$ cat src/inc/fet_pkg.sv
// package: register map, field layout and types of the flash ecc test and suspend-mode block
package fet_pkg;
  localparam logic [11:0] OFS_SUSPEND_SEL = 12'h0E0;
  localparam logic [11:0] OFS_ENC_MON = 12'h100;
  localparam logic [11:0] OFS_TEST_CTRL = 12'h104;
  localparam logic [11:0] OFS_INIT = 12'h110;
  localparam int BIT_SUSP_MODE = 0;
  localparam int BIT_INIT = 0;
  localparam int BIT_PARITY = 10;
  localparam int BIT_CODE_VE = 5;
  localparam int BIT_DATA_VE = 4;
  localparam int BIT_ENC_DIS = 0;
  localparam int KEY_LSB = 8;
  localparam logic [7:0] TEST_KEY = 8'hA6;
  localparam logic [15:0] SUSPEND_SEL_RST = 16'h0000;
  localparam logic [15:0] ENC_MON_RST = 16'hFFFF;
  localparam logic [15:0] TEST_CTRL_RST = 16'h0030;
  localparam logic [2:0] DATA_ECC_PAD = 3'h7;

  typedef struct packed {
    logic code_verify_ecc_enable;
    logic data_verify_ecc_enable;
    logic encoder_disable_bit;
  } fet_test_t;

  typedef struct packed {
    logic parity;
    logic [9:0] ecc;
  } fet_code_t;
endpackage

$ cat src/hw/fet_ctrl.sv
// flash ecc test, encoder monitor and erase suspend mode control with apb slave
//
// Our own choice: the APB register port.
`timescale 1ns/1ps
module fet_ctrl (
  input wire logic CORE_CLK, // 20 MHz clock
  input wire logic NRST, // async reset, active low
  input wire logic PSEL, // apb select
  input wire logic PENABLE, // apb enable
  input wire logic PWRITE, // apb direction
  input wire logic [11:0] PADDR, // apb byte address
  input wire logic [31:0] PWDATA, // apb write data
  input wire logic [3:0] PSTRB, // apb byte strobes
  output logic [31:0] PRDATA, // apb read data
  output logic PREADY, // apb ready
  output logic PSLVERR, // apb error
  input wire logic DATA_FLASH_MODE, // 1 data flash mode, 0 code flash mode
  input wire fet_pkg::fet_code_t GEN_CODE, // code flash parity and ecc
  input wire logic [6:0] GEN_DATA_ECC, // data flash ecc
  input wire logic [15:0] DUMMY_ECC, // dummy ecc register value
  output logic ERASE_PRIORITY, // suspend mode bit
  output fet_pkg::fet_test_t TEST_CTRL, // verify and bypass controls
  output logic [15:0] WRITE_CHECK // parity/ecc written to flash
);
  logic susp_reg;
  fet_pkg::fet_test_t test_reg;
  logic [15:0] mon_reg;
  logic [15:0] mon_next;
  logic [15:0] wcheck_next;
  logic [31:0] rd_next;
  logic err_next;
  logic setup;
  logic wr_ok;
  logic init_req;

  function automatic logic hit(input logic [11:0] a, input logic [11:0] ofs);
    hit = (a == ofs);
  endfunction

  function automatic logic mapped(input logic [11:0] a);
    mapped = hit(a, fet_pkg::OFS_SUSPEND_SEL) || hit(a, fet_pkg::OFS_ENC_MON) || hit(a, fet_pkg::OFS_TEST_CTRL)
             || hit(a, fet_pkg::OFS_INIT);
  endfunction

  assign setup = PSEL && !PENABLE;
  // 16-bit registers need both low byte lanes
  assign wr_ok = PSEL && PENABLE && PREADY && PWRITE && (PSTRB[1:0] == 2'h3);
  assign init_req = wr_ok && hit(PADDR, fet_pkg::OFS_INIT) && PWDATA[fet_pkg::BIT_INIT];

  always_ff @(posedge CORE_CLK or negedge NRST) begin
    if (!NRST) begin
      susp_reg <= fet_pkg::SUSPEND_SEL_RST[fet_pkg::BIT_SUSP_MODE];
    end else if (init_req) begin
      susp_reg <= fet_pkg::SUSPEND_SEL_RST[fet_pkg::BIT_SUSP_MODE];
    end else if (wr_ok && hit(PADDR, fet_pkg::OFS_SUSPEND_SEL)) begin
      susp_reg <= PWDATA[fet_pkg::BIT_SUSP_MODE];
    end
  end

  always_ff @(posedge CORE_CLK or negedge NRST) begin
    if (!NRST) begin
      test_reg <= '{fet_pkg::TEST_CTRL_RST[fet_pkg::BIT_CODE_VE], fet_pkg::TEST_CTRL_RST[fet_pkg::BIT_DATA_VE],
                    fet_pkg::TEST_CTRL_RST[fet_pkg::BIT_ENC_DIS]};
    end else if (wr_ok && hit(PADDR, fet_pkg::OFS_TEST_CTRL) && PSTRB[1]
                 && PWDATA[15:fet_pkg::KEY_LSB] == fet_pkg::TEST_KEY) begin
      test_reg <= '{PWDATA[fet_pkg::BIT_CODE_VE], PWDATA[fet_pkg::BIT_DATA_VE], PWDATA[fet_pkg::BIT_ENC_DIS]};
    end
  end

  always_comb begin
    mon_next = 16'h0000;
    if (DATA_FLASH_MODE) begin
      mon_next[fet_pkg::BIT_PARITY] = 1'b1;
      mon_next[9:0] = {fet_pkg::DATA_ECC_PAD, GEN_DATA_ECC};
    end else begin
      mon_next[fet_pkg::BIT_PARITY] = GEN_CODE.parity;
      mon_next[9:0] = GEN_CODE.ecc;
    end
  end

  always_comb begin
    wcheck_next = 16'h0000;
    if (test_reg.encoder_disable_bit) begin
      if (DATA_FLASH_MODE) begin
        wcheck_next[9:0] = {fet_pkg::DATA_ECC_PAD, DUMMY_ECC[6:0]};
        wcheck_next[fet_pkg::BIT_PARITY] = 1'b1;
      end else begin
        wcheck_next[10:0] = DUMMY_ECC[10:0];
      end
    end else begin
      wcheck_next = mon_next;
    end
  end

  always_ff @(posedge CORE_CLK or negedge NRST) begin
    if (!NRST) begin
      mon_reg <= fet_pkg::ENC_MON_RST;
      WRITE_CHECK <= fet_pkg::ENC_MON_RST;
    end else begin
      mon_reg <= mon_next;
      WRITE_CHECK <= wcheck_next;
    end
  end

  always_comb begin
    rd_next = 32'h0000_0000;
    err_next = 1'b0;
    if (hit(PADDR, fet_pkg::OFS_SUSPEND_SEL)) begin
      rd_next[fet_pkg::BIT_SUSP_MODE] = susp_reg;
    end else if (hit(PADDR, fet_pkg::OFS_ENC_MON)) begin
      rd_next[15:0] = mon_reg;
      err_next = PWRITE;
    end else if (hit(PADDR, fet_pkg::OFS_TEST_CTRL)) begin
      rd_next[fet_pkg::BIT_CODE_VE] = test_reg.code_verify_ecc_enable;
      rd_next[fet_pkg::BIT_DATA_VE] = test_reg.data_verify_ecc_enable;
      rd_next[fet_pkg::BIT_ENC_DIS] = test_reg.encoder_disable_bit;
    end else if (!hit(PADDR, fet_pkg::OFS_INIT)) begin
      err_next = 1'b1;
    end
  end

  // answer one cycle after setup: access phase lasts one cycle
  always_ff @(posedge CORE_CLK or negedge NRST) begin
    if (!NRST) begin
      PREADY <= 1'b0;
      PRDATA <= 32'h0000_0000;
      PSLVERR <= 1'b0;
    end else begin
      PREADY <= setup;
      PRDATA <= (setup && !PWRITE) ? rd_next : 32'h0000_0000;
      PSLVERR <= setup && err_next;
    end
  end

  always_ff @(posedge CORE_CLK or negedge NRST) begin
    if (!NRST) begin
      ERASE_PRIORITY <= 1'b0;
      TEST_CTRL <= '{fet_pkg::TEST_CTRL_RST[fet_pkg::BIT_CODE_VE], fet_pkg::TEST_CTRL_RST[fet_pkg::BIT_DATA_VE],
                     fet_pkg::TEST_CTRL_RST[fet_pkg::BIT_ENC_DIS]};
    end else begin
      ERASE_PRIORITY <= susp_reg;
      TEST_CTRL <= test_reg;
    end
  end

  a_key_gate_write: assert property (@(posedge CORE_CLK) disable iff (!NRST)
    (wr_ok && hit(PADDR, fet_pkg::OFS_TEST_CTRL) && PWDATA[15:8] != fet_pkg::TEST_KEY) |=> $stable(test_reg))
    else $error("test control changed without key");
  a_key_reads_zero: assert property (@(posedge CORE_CLK) disable iff (!NRST)
    (setup && !PWRITE && hit(PADDR, fet_pkg::OFS_TEST_CTRL)) |=> PRDATA[15:8] == 8'h00)
    else $error("key field read nonzero");
  a_init_clears_mode: assert property (@(posedge CORE_CLK) disable iff (!NRST)
    init_req |=> !susp_reg ##1 !ERASE_PRIORITY)
    else $error("init did not clear suspend mode");
  a_data_parity_one: assert property (@(posedge CORE_CLK) disable iff (!NRST)
    DATA_FLASH_MODE |=> mon_reg[10:7] == 4'hF)
    else $error("data mode monitor pad not one");
  a_code_mon_live: assert property (@(posedge CORE_CLK) disable iff (!NRST)
    !DATA_FLASH_MODE |=> mon_reg[10:0] == $past(GEN_CODE))
    else $error("code mode monitor wrong");
  a_data_ecc_low: assert property (@(posedge CORE_CLK) disable iff (!NRST)
    DATA_FLASH_MODE |=> mon_reg[6:0] == $past(GEN_DATA_ECC))
    else $error("data ecc monitor wrong");
  a_mon_read_only: assert property (@(posedge CORE_CLK) disable iff (!NRST)
    (setup && PWRITE && hit(PADDR, fet_pkg::OFS_ENC_MON)) |=> PSLVERR && PREADY)
    else $error("monitor write not refused");
  a_bypass_dummy: assert property (@(posedge CORE_CLK) disable iff (!NRST)
    (test_reg.encoder_disable_bit && !DATA_FLASH_MODE) |=> WRITE_CHECK[10:0] == $past(DUMMY_ECC[10:0]))
    else $error("bypass did not use dummy value");
  a_suspend_write: assert property (@(posedge CORE_CLK) disable iff (!NRST)
    (wr_ok && hit(PADDR, fet_pkg::OFS_SUSPEND_SEL)) |=> ##1 ERASE_PRIORITY == $past(PWDATA[0], 2))
    else $error("suspend mode not stored");

  a_ready_after_setup: assert property (
    @(posedge CORE_CLK) disable iff (!NRST)
    setup
    |=> PREADY)
    else $error("no ready after setup");

  a_ready_single: assert property (
    @(posedge CORE_CLK) disable iff (!NRST)
    PREADY
    |=> !PREADY)
    else $error("ready held too long");

  a_ready_in_access: assert property (
    @(posedge CORE_CLK) disable iff (!NRST)
    PREADY
    |-> (PSEL && PENABLE))
    else $error("ready outside access phase");

  a_error_with_ready: assert property (
    @(posedge CORE_CLK) disable iff (!NRST)
    PSLVERR
    |-> PREADY)
    else $error("error without ready");

  a_rdata_idle_zero: assert property (
    @(posedge CORE_CLK) disable iff (!NRST)
    !PREADY
    |-> PRDATA == 32'h0000_0000)
    else $error("read data outside answer");

  a_rdata_upper_zero: assert property (
    @(posedge CORE_CLK) disable iff (!NRST)
    PREADY
    |-> PRDATA[31:16] == 16'h0000)
    else $error("upper read data nonzero");

  a_write_rdata_zero: assert property (
    @(posedge CORE_CLK) disable iff (!NRST)
    (setup && PWRITE)
    |=> PRDATA == 32'h0000_0000)
    else $error("read data on write");

  a_susp_read_back: assert property (
    @(posedge CORE_CLK) disable iff (!NRST)
    (setup && !PWRITE && hit(PADDR, fet_pkg::OFS_SUSPEND_SEL))
    |=> PRDATA[15:0] == {15'h0000, $past(susp_reg)})
    else $error("suspend select read wrong");

  a_test_read_back: assert property (
    @(posedge CORE_CLK) disable iff (!NRST)
    (setup && !PWRITE && hit(PADDR, fet_pkg::OFS_TEST_CTRL))
    |=> PRDATA[15:0] == {10'h000, $past(test_reg.code_verify_ecc_enable), $past(test_reg.data_verify_ecc_enable), 3'h0, $past(test_reg.encoder_disable_bit)})
    else $error("test control read wrong");

  a_mon_read_back: assert property (
    @(posedge CORE_CLK) disable iff (!NRST)
    (setup && !PWRITE && hit(PADDR, fet_pkg::OFS_ENC_MON))
    |=> PRDATA[15:0] == $past(mon_reg))
    else $error("monitor read wrong");

  a_init_read_zero: assert property (
    @(posedge CORE_CLK) disable iff (!NRST)
    (setup && !PWRITE && hit(PADDR, fet_pkg::OFS_INIT))
    |=> PRDATA == 32'h0000_0000)
    else $error("init register read nonzero");

  a_unmapped_error: assert property (
    @(posedge CORE_CLK) disable iff (!NRST)
    (setup && !mapped(PADDR))
    |=> PSLVERR)
    else $error("unmapped access not refused");

  a_mapped_okay: assert property (
    @(posedge CORE_CLK) disable iff (!NRST)
    (setup && mapped(PADDR) && !(PWRITE && hit(PADDR, fet_pkg::OFS_ENC_MON)))
    |=> !PSLVERR)
    else $error("mapped access refused");

  a_susp_strobe_gate: assert property (
    @(posedge CORE_CLK) disable iff (!NRST)
    (PSEL && PENABLE && PREADY && PWRITE && PSTRB[1:0] != 2'h3)
    |=> $stable(susp_reg))
    else $error("narrow write changed suspend mode");

  a_test_strobe_gate: assert property (
    @(posedge CORE_CLK) disable iff (!NRST)
    (PSEL && PENABLE && PREADY && PWRITE && PSTRB[1:0] != 2'h3)
    |=> $stable(test_reg))
    else $error("narrow write changed test control");

  a_keyed_update: assert property (
    @(posedge CORE_CLK) disable iff (!NRST)
    (wr_ok && hit(PADDR, fet_pkg::OFS_TEST_CTRL) && PWDATA[15:8] == fet_pkg::TEST_KEY)
    |=> test_reg == {$past(PWDATA[5]), $past(PWDATA[4]), $past(PWDATA[0])})
    else $error("keyed write not stored");

  a_susp_hold: assert property (
    @(posedge CORE_CLK) disable iff (!NRST)
    (!(wr_ok && hit(PADDR, fet_pkg::OFS_SUSPEND_SEL)) && !init_req)
    |=> $stable(susp_reg))
    else $error("suspend mode changed without write");

  a_test_hold: assert property (
    @(posedge CORE_CLK) disable iff (!NRST)
    !(wr_ok && hit(PADDR, fet_pkg::OFS_TEST_CTRL))
    |=> $stable(test_reg))
    else $error("test control changed without write");

  a_prio_follows: assert property (
    @(posedge CORE_CLK) disable iff (!NRST)
    1'b1
    |=> ERASE_PRIORITY == $past(susp_reg))
    else $error("erase priority output stale");

  a_test_out_follows: assert property (
    @(posedge CORE_CLK) disable iff (!NRST)
    1'b1
    |=> TEST_CTRL == $past(test_reg))
    else $error("test control output stale");

  a_code_ecc_live: assert property (
    @(posedge CORE_CLK) disable iff (!NRST)
    !DATA_FLASH_MODE
    |=> mon_reg[9:0] == $past(GEN_CODE.ecc))
    else $error("code ecc monitor wrong");

  a_code_parity_live: assert property (
    @(posedge CORE_CLK) disable iff (!NRST)
    !DATA_FLASH_MODE
    |=> mon_reg[10] == $past(GEN_CODE.parity))
    else $error("code parity monitor wrong");

  a_data_pad_ones: assert property (
    @(posedge CORE_CLK) disable iff (!NRST)
    DATA_FLASH_MODE
    |=> mon_reg[9:7] == 3'h7)
    else $error("data ecc pad not one");

  a_bypass_data: assert property (
    @(posedge CORE_CLK) disable iff (!NRST)
    (test_reg.encoder_disable_bit && DATA_FLASH_MODE)
    |=> WRITE_CHECK[10:0] == {1'b1, 3'h7, $past(DUMMY_ECC[6:0])})
    else $error("data bypass value wrong");

  a_encode_code: assert property (
    @(posedge CORE_CLK) disable iff (!NRST)
    (!test_reg.encoder_disable_bit && !DATA_FLASH_MODE)
    |=> WRITE_CHECK[10:0] == $past(GEN_CODE))
    else $error("code encoder value not written");

  a_encode_data: assert property (
    @(posedge CORE_CLK) disable iff (!NRST)
    (!test_reg.encoder_disable_bit && DATA_FLASH_MODE)
    |=> WRITE_CHECK[10:0] == {1'b1, 3'h7, $past(GEN_DATA_ECC)})
    else $error("data encoder value not written");

  a_wcheck_upper_zero: assert property (
    @(posedge CORE_CLK) disable iff (!NRST)
    1'b1
    |=> WRITE_CHECK[15:11] == 5'h00)
    else $error("write check upper bits set");

  a_init_only_bit: assert property (
    @(posedge CORE_CLK) disable iff (!NRST)
    (wr_ok && hit(PADDR, fet_pkg::OFS_INIT) && !PWDATA[fet_pkg::BIT_INIT])
    |=> $stable(susp_reg))
    else $error("init write of zero changed mode");

  // reserved monitor bits read zero once the first edge has loaded the register
  for (genvar i = 11; i < 16; i++) begin : g_mon_rsvd
    a_mon_rsvd_zero: assert property (
      @(posedge CORE_CLK) disable iff (!NRST)
      1'b1 |=> !mon_reg[i])
      else $error("reserved monitor bit set");
  end
endmodule // fet_ctrl

$ cat config.mk
export PLATFORM = sky130hd
export DESIGN_NAME = fet_ctrl
export DESIGN_NICKNAME = d
export VERILOG_FILES = /design/src/inc/fet_pkg.sv /design/src/hw/fet_ctrl.sv
export SDC_FILE = /design/constraint.sdc
export NUM_CORES = 1
export LEC_CHECK = 0
export BUFFER_PORTS_ARGS = -buffer_cell sky130_fd_sc_hd__buf_2
export CORE_MARGIN = 2
export CORE_UTILIZATION = 42
export CTS_BUF_LIST = sky130_fd_sc_hd__clkbuf_8
export DETAILED_ROUTE_END_ITERATION = 10
export PLACE_DENSITY = 0.93
export REMOVE_ABC_BUFFERS = 1
export SETUP_SLACK_MARGIN = 0.2
export SLEW_MARGIN = 20
export SYNTH_ARGS = -nofsm -noshare
export SYNTH_HDL_FRONTEND = slang
export SYNTH_SLANG_ARGS = --single-unit
$ cat constraint.sdc
create_clock -name CORE_CLK -period 1.35 [get_ports CORE_CLK]
set_input_delay 0.2025 -clock CORE_CLK [delete_from_list [all_inputs] [get_ports CORE_CLK]]
set_output_delay 0.2025 -clock CORE_CLK [all_outputs]
set_load 0.01 [all_outputs]
==> impl_metrics.json <==
{
  "outcome": "completed",
  "design.core.area_um2": 4660,
  "avgSynthCellArea_um2": 13.1,
  "irDropWorstVdd_uv": 504,
  "multi_input_area_um2": 711,
  "setup_violations": 0,
  "crit_chain": "buf_2 -> nor4b_4 -> nand4_1 -> and4b_2 -> mux2_4",
  "fin_hold_ws_ps": 111,
  "drt_first_pass_iters": 4,
  "drc": 0,
  "die_h_um": 72.9,
  "routabilityCongestion": 0.732,
  "synth_top_family_by_area": "simple AND/OR/NAND/NOR gates",
  "slowest_delay_ps": 360,
  "finalNetCount": 349,
  "n_antenna_cell": 0,
  "synthCells": 152,
  "pwr-share-comb": 0.133,
  "layout-drive-gt1-share": 0.683,
  "cts-buffers-inserted": 5,
  "critical_path_required_ps": 1520,
  "synth.area.mux_share": 0.107,
  "swShare": 0.225,
  "finalCritPeriodShare": 0.953,
  "p_seq_frac": 0.538,
  "grt_usage": 0.161,
  "p_switching_mw": 0.607,
  "path_clk_slew_ps": 80,
  "rsz0062_at_grt": "true",
  "synth_xor_area_frac": 0,
  "cts_root_buf": "clkbuf_8",
  "power.density_nw_per_um2": 970,
  "cts_tree": "built",
  "synth_compound_area_frac": 0.0339,
  "final_common_cell": "buf_2",
  "yosysWarnings": 0,
  "start_kind": "primary input",
  "routed.top_layer": "met4",
  "synth_cell_types": 29,
  "ys_seq_area_frac": 0.581,
  "clockBufferDepth": 2,
  "ys_ff_latch": 45,
  "fillers": 383,
  "arrival_ps": 1460,
  "wl_met1_mm": 1.63,
  "start_util": 0.428,
  "p_leak_nw": 1.41,
  "p_clk_frac": 0.329,
  "wl_met2_mm": 2.46,
  "final_antenna_net_count": 0,
  "io_buffers": 97,
  "htree_levels": 2,
  "fp.dieW_um": 72.9,
  "drv_slew": 0,
  "grt_pass1_vias": 1444,
  "grt_pass1_wl_mm": 6.49,
  "maxCapViolations": 0,
  "syn_area_um2": 2000,
  "cp_slowest_cell": "and4b_2",
  "grt_max_degree": 46,
  "avgRoutedWirePerCell_um": 13.9,
  "route.met3.wl_um": 175,
  "drt_iter0_drc": 88,
  "dieArea_um2": 5320,
  "period_minus_slack_ps": 1290,
  "hold_viol": 0,
  "avgViaCountPerCell": 4.73,
  "p_int_mw": 2.09,
  "routed_wl_mm": 4.39,
  "clkSinkCount": 45,
  "io_pins": 142,
  "endpoint_kind": "flip-flop",
  "num_rows": 25,
  "grt_overflow_total": 0,
  "hold_path.class": "primary input to flip-flop",
  "finClkSkew_ps": 4.44,
  "antenna_found_initial": 0,
  "path_class": "primary input to flip-flop",
  "seq_area_um2": 1160,
  "crit_path_max_fanout": 3,
  "clkLatencyLatePin_ps": 290,
  "synthAdderAreaFrac": 0,
  "fmax_ghz": 0.777,
  "area_growth_pct": 39.2,
  "layout_common_cells": "buf_2, dfstp_2, dfrtp_1, mux2_2, conb_1",
  "dpl.hpwl_mm": 3.29,
  "vias": 1496,
  "p_total_mw": 2.70,
  "synth-simple-area-share": 0.172
}
-- synth_stat cells --
| cell | number | area (µm²) |
|---|---|---|
| a211o_1 | 4 | 35.0 |
| a21boi_0 | 1 | 7.51 |
| a21oi_1 | 2 | 10.0 |
| a22oi_1 | 2 | 15.0 |
| and2_1 | 9 | 56.3 |
| and3_1 | 1 | 6.26 |
| and4_1 | 2 | 17.5 |
| and4b_2 | 1 | 11.3 |
| and4bb_2 | 1 | 12.5 |
| buf_2 | 2 | 10.0 |
| buf_4 | 25 | 188 |
| clkbuf_1 | 2 | 7.51 |
| conb_1 | 1 | 3.75 |
| dfrtp_1 | 18 | 450 |
| dfstp_2 | 27 | 709 |
| inv_1 | 1 | 3.75 |
| mux2_2 | 18 | 203 |
| mux2i_1 | 1 | 10.0 |
| nand2_1 | 4 | 15.0 |
| nand3_1 | 1 | 5.00 |
| nand4_1 | 5 | 31.3 |
| nor2_1 | 3 | 11.3 |
| nor2b_1 | 7 | 43.8 |
| nor3_1 | 4 | 20.0 |
| nor4_2 | 1 | 12.5 |
| nor4_4 | 1 | 21.3 |
| nor4b_4 | 1 | 23.8 |
| nor4bb_1 | 3 | 30.0 |
| or2_2 | 4 | 25.0 |
-- final timing paths --
kind,from,endpoint,slack (ps),depth (start not counted)
worst max-delay path,PADDR[10],test_reg[0],60,5
worst min-delay path,GEN_CODE[8],mon_reg[8],110,2
worst max register to register,PREADY,test_reg[0],100,4
worst min register to register,test_reg[1],TEST_CTRL[1],380,0
max in group asynchronous,NRST,WRITE_CHECK[10],660,3
min in group asynchronous,NRST,PREADY,420,3
-- power groups by stage --
stage	Combinational, mW	Clock, mW	Sequential, mW
2_1_floorplan	0.0927	0	1.49
3_3_place_gp	0.306	0	1.47
3_5_place_dp	0.317	0	1.47
4_1_cts	0.332	0.926	1.45
5_1_grt	0.392	0.978	1.46
6_report	0.358	0.887	1.45
-- logic make-up after synthesis --
group	Yosys count
and+or+nand+nor	48
AOI/OAI and AO/OA	9
buffers and inverters	30
other	1
muxes	19
DFF	45
-- layer usage --
layer / vias up / track usage
li1: 699 / -
met1: 732 / 0.170
met2: 55 / 0.303
met3: 10 / 0.0318
met4: 0 / 0.0782
met5: - / 0
-- worst max-delay path: cells and delay by family --
family	cells	cell delay, ps
buffers and inverters	1	120
multiplexers	1	310
AND/OR/NAND/NOR	3	830
-- stage by stage --
stage | setup TNS, ps | cells | util | cell area, µm² | setup slack, ps
4_1_cts | 0 | 315 | 0.577 | 2690 | 71.3
3_5_place_dp | -2300 | 306 | 0.544 | 2540 | -272
3_3_place_gp | -1740 | 306 | 0.544 | 2540 | -181
6_report | 0 | 316 | 0.596 | 2780 | 62.8
2_1_floorplan | -36.0 | 139 | - | 1850 | -36.0
5_1_grt | 0 | 316 | 0.596 | 2780 | 8.62
-- layout make-up --
type,count,share of cell area
Multi-Input combinational cell,93,0.256
Tap cell,54,0.0243
Sequential cell,45,0.417
Clock buffer,7,0.0347
Inverter,1,0.00135
Clock inverter,1,0.00180
Timing Repair Buffer,115,0.265
-- repair_timing --
action | 4_1_cts | 5_1_grt
endpoints found under the hold margin | 18 | 0
endpoints found under the setup margin | 18 | 32
gates resized for setup | 7 | 14
pin swaps | 4 | 3
buffers inserted | 0 | 1
hold buffers | 1 | 0
No activity file was read; power rests on OpenSTA's default activity.
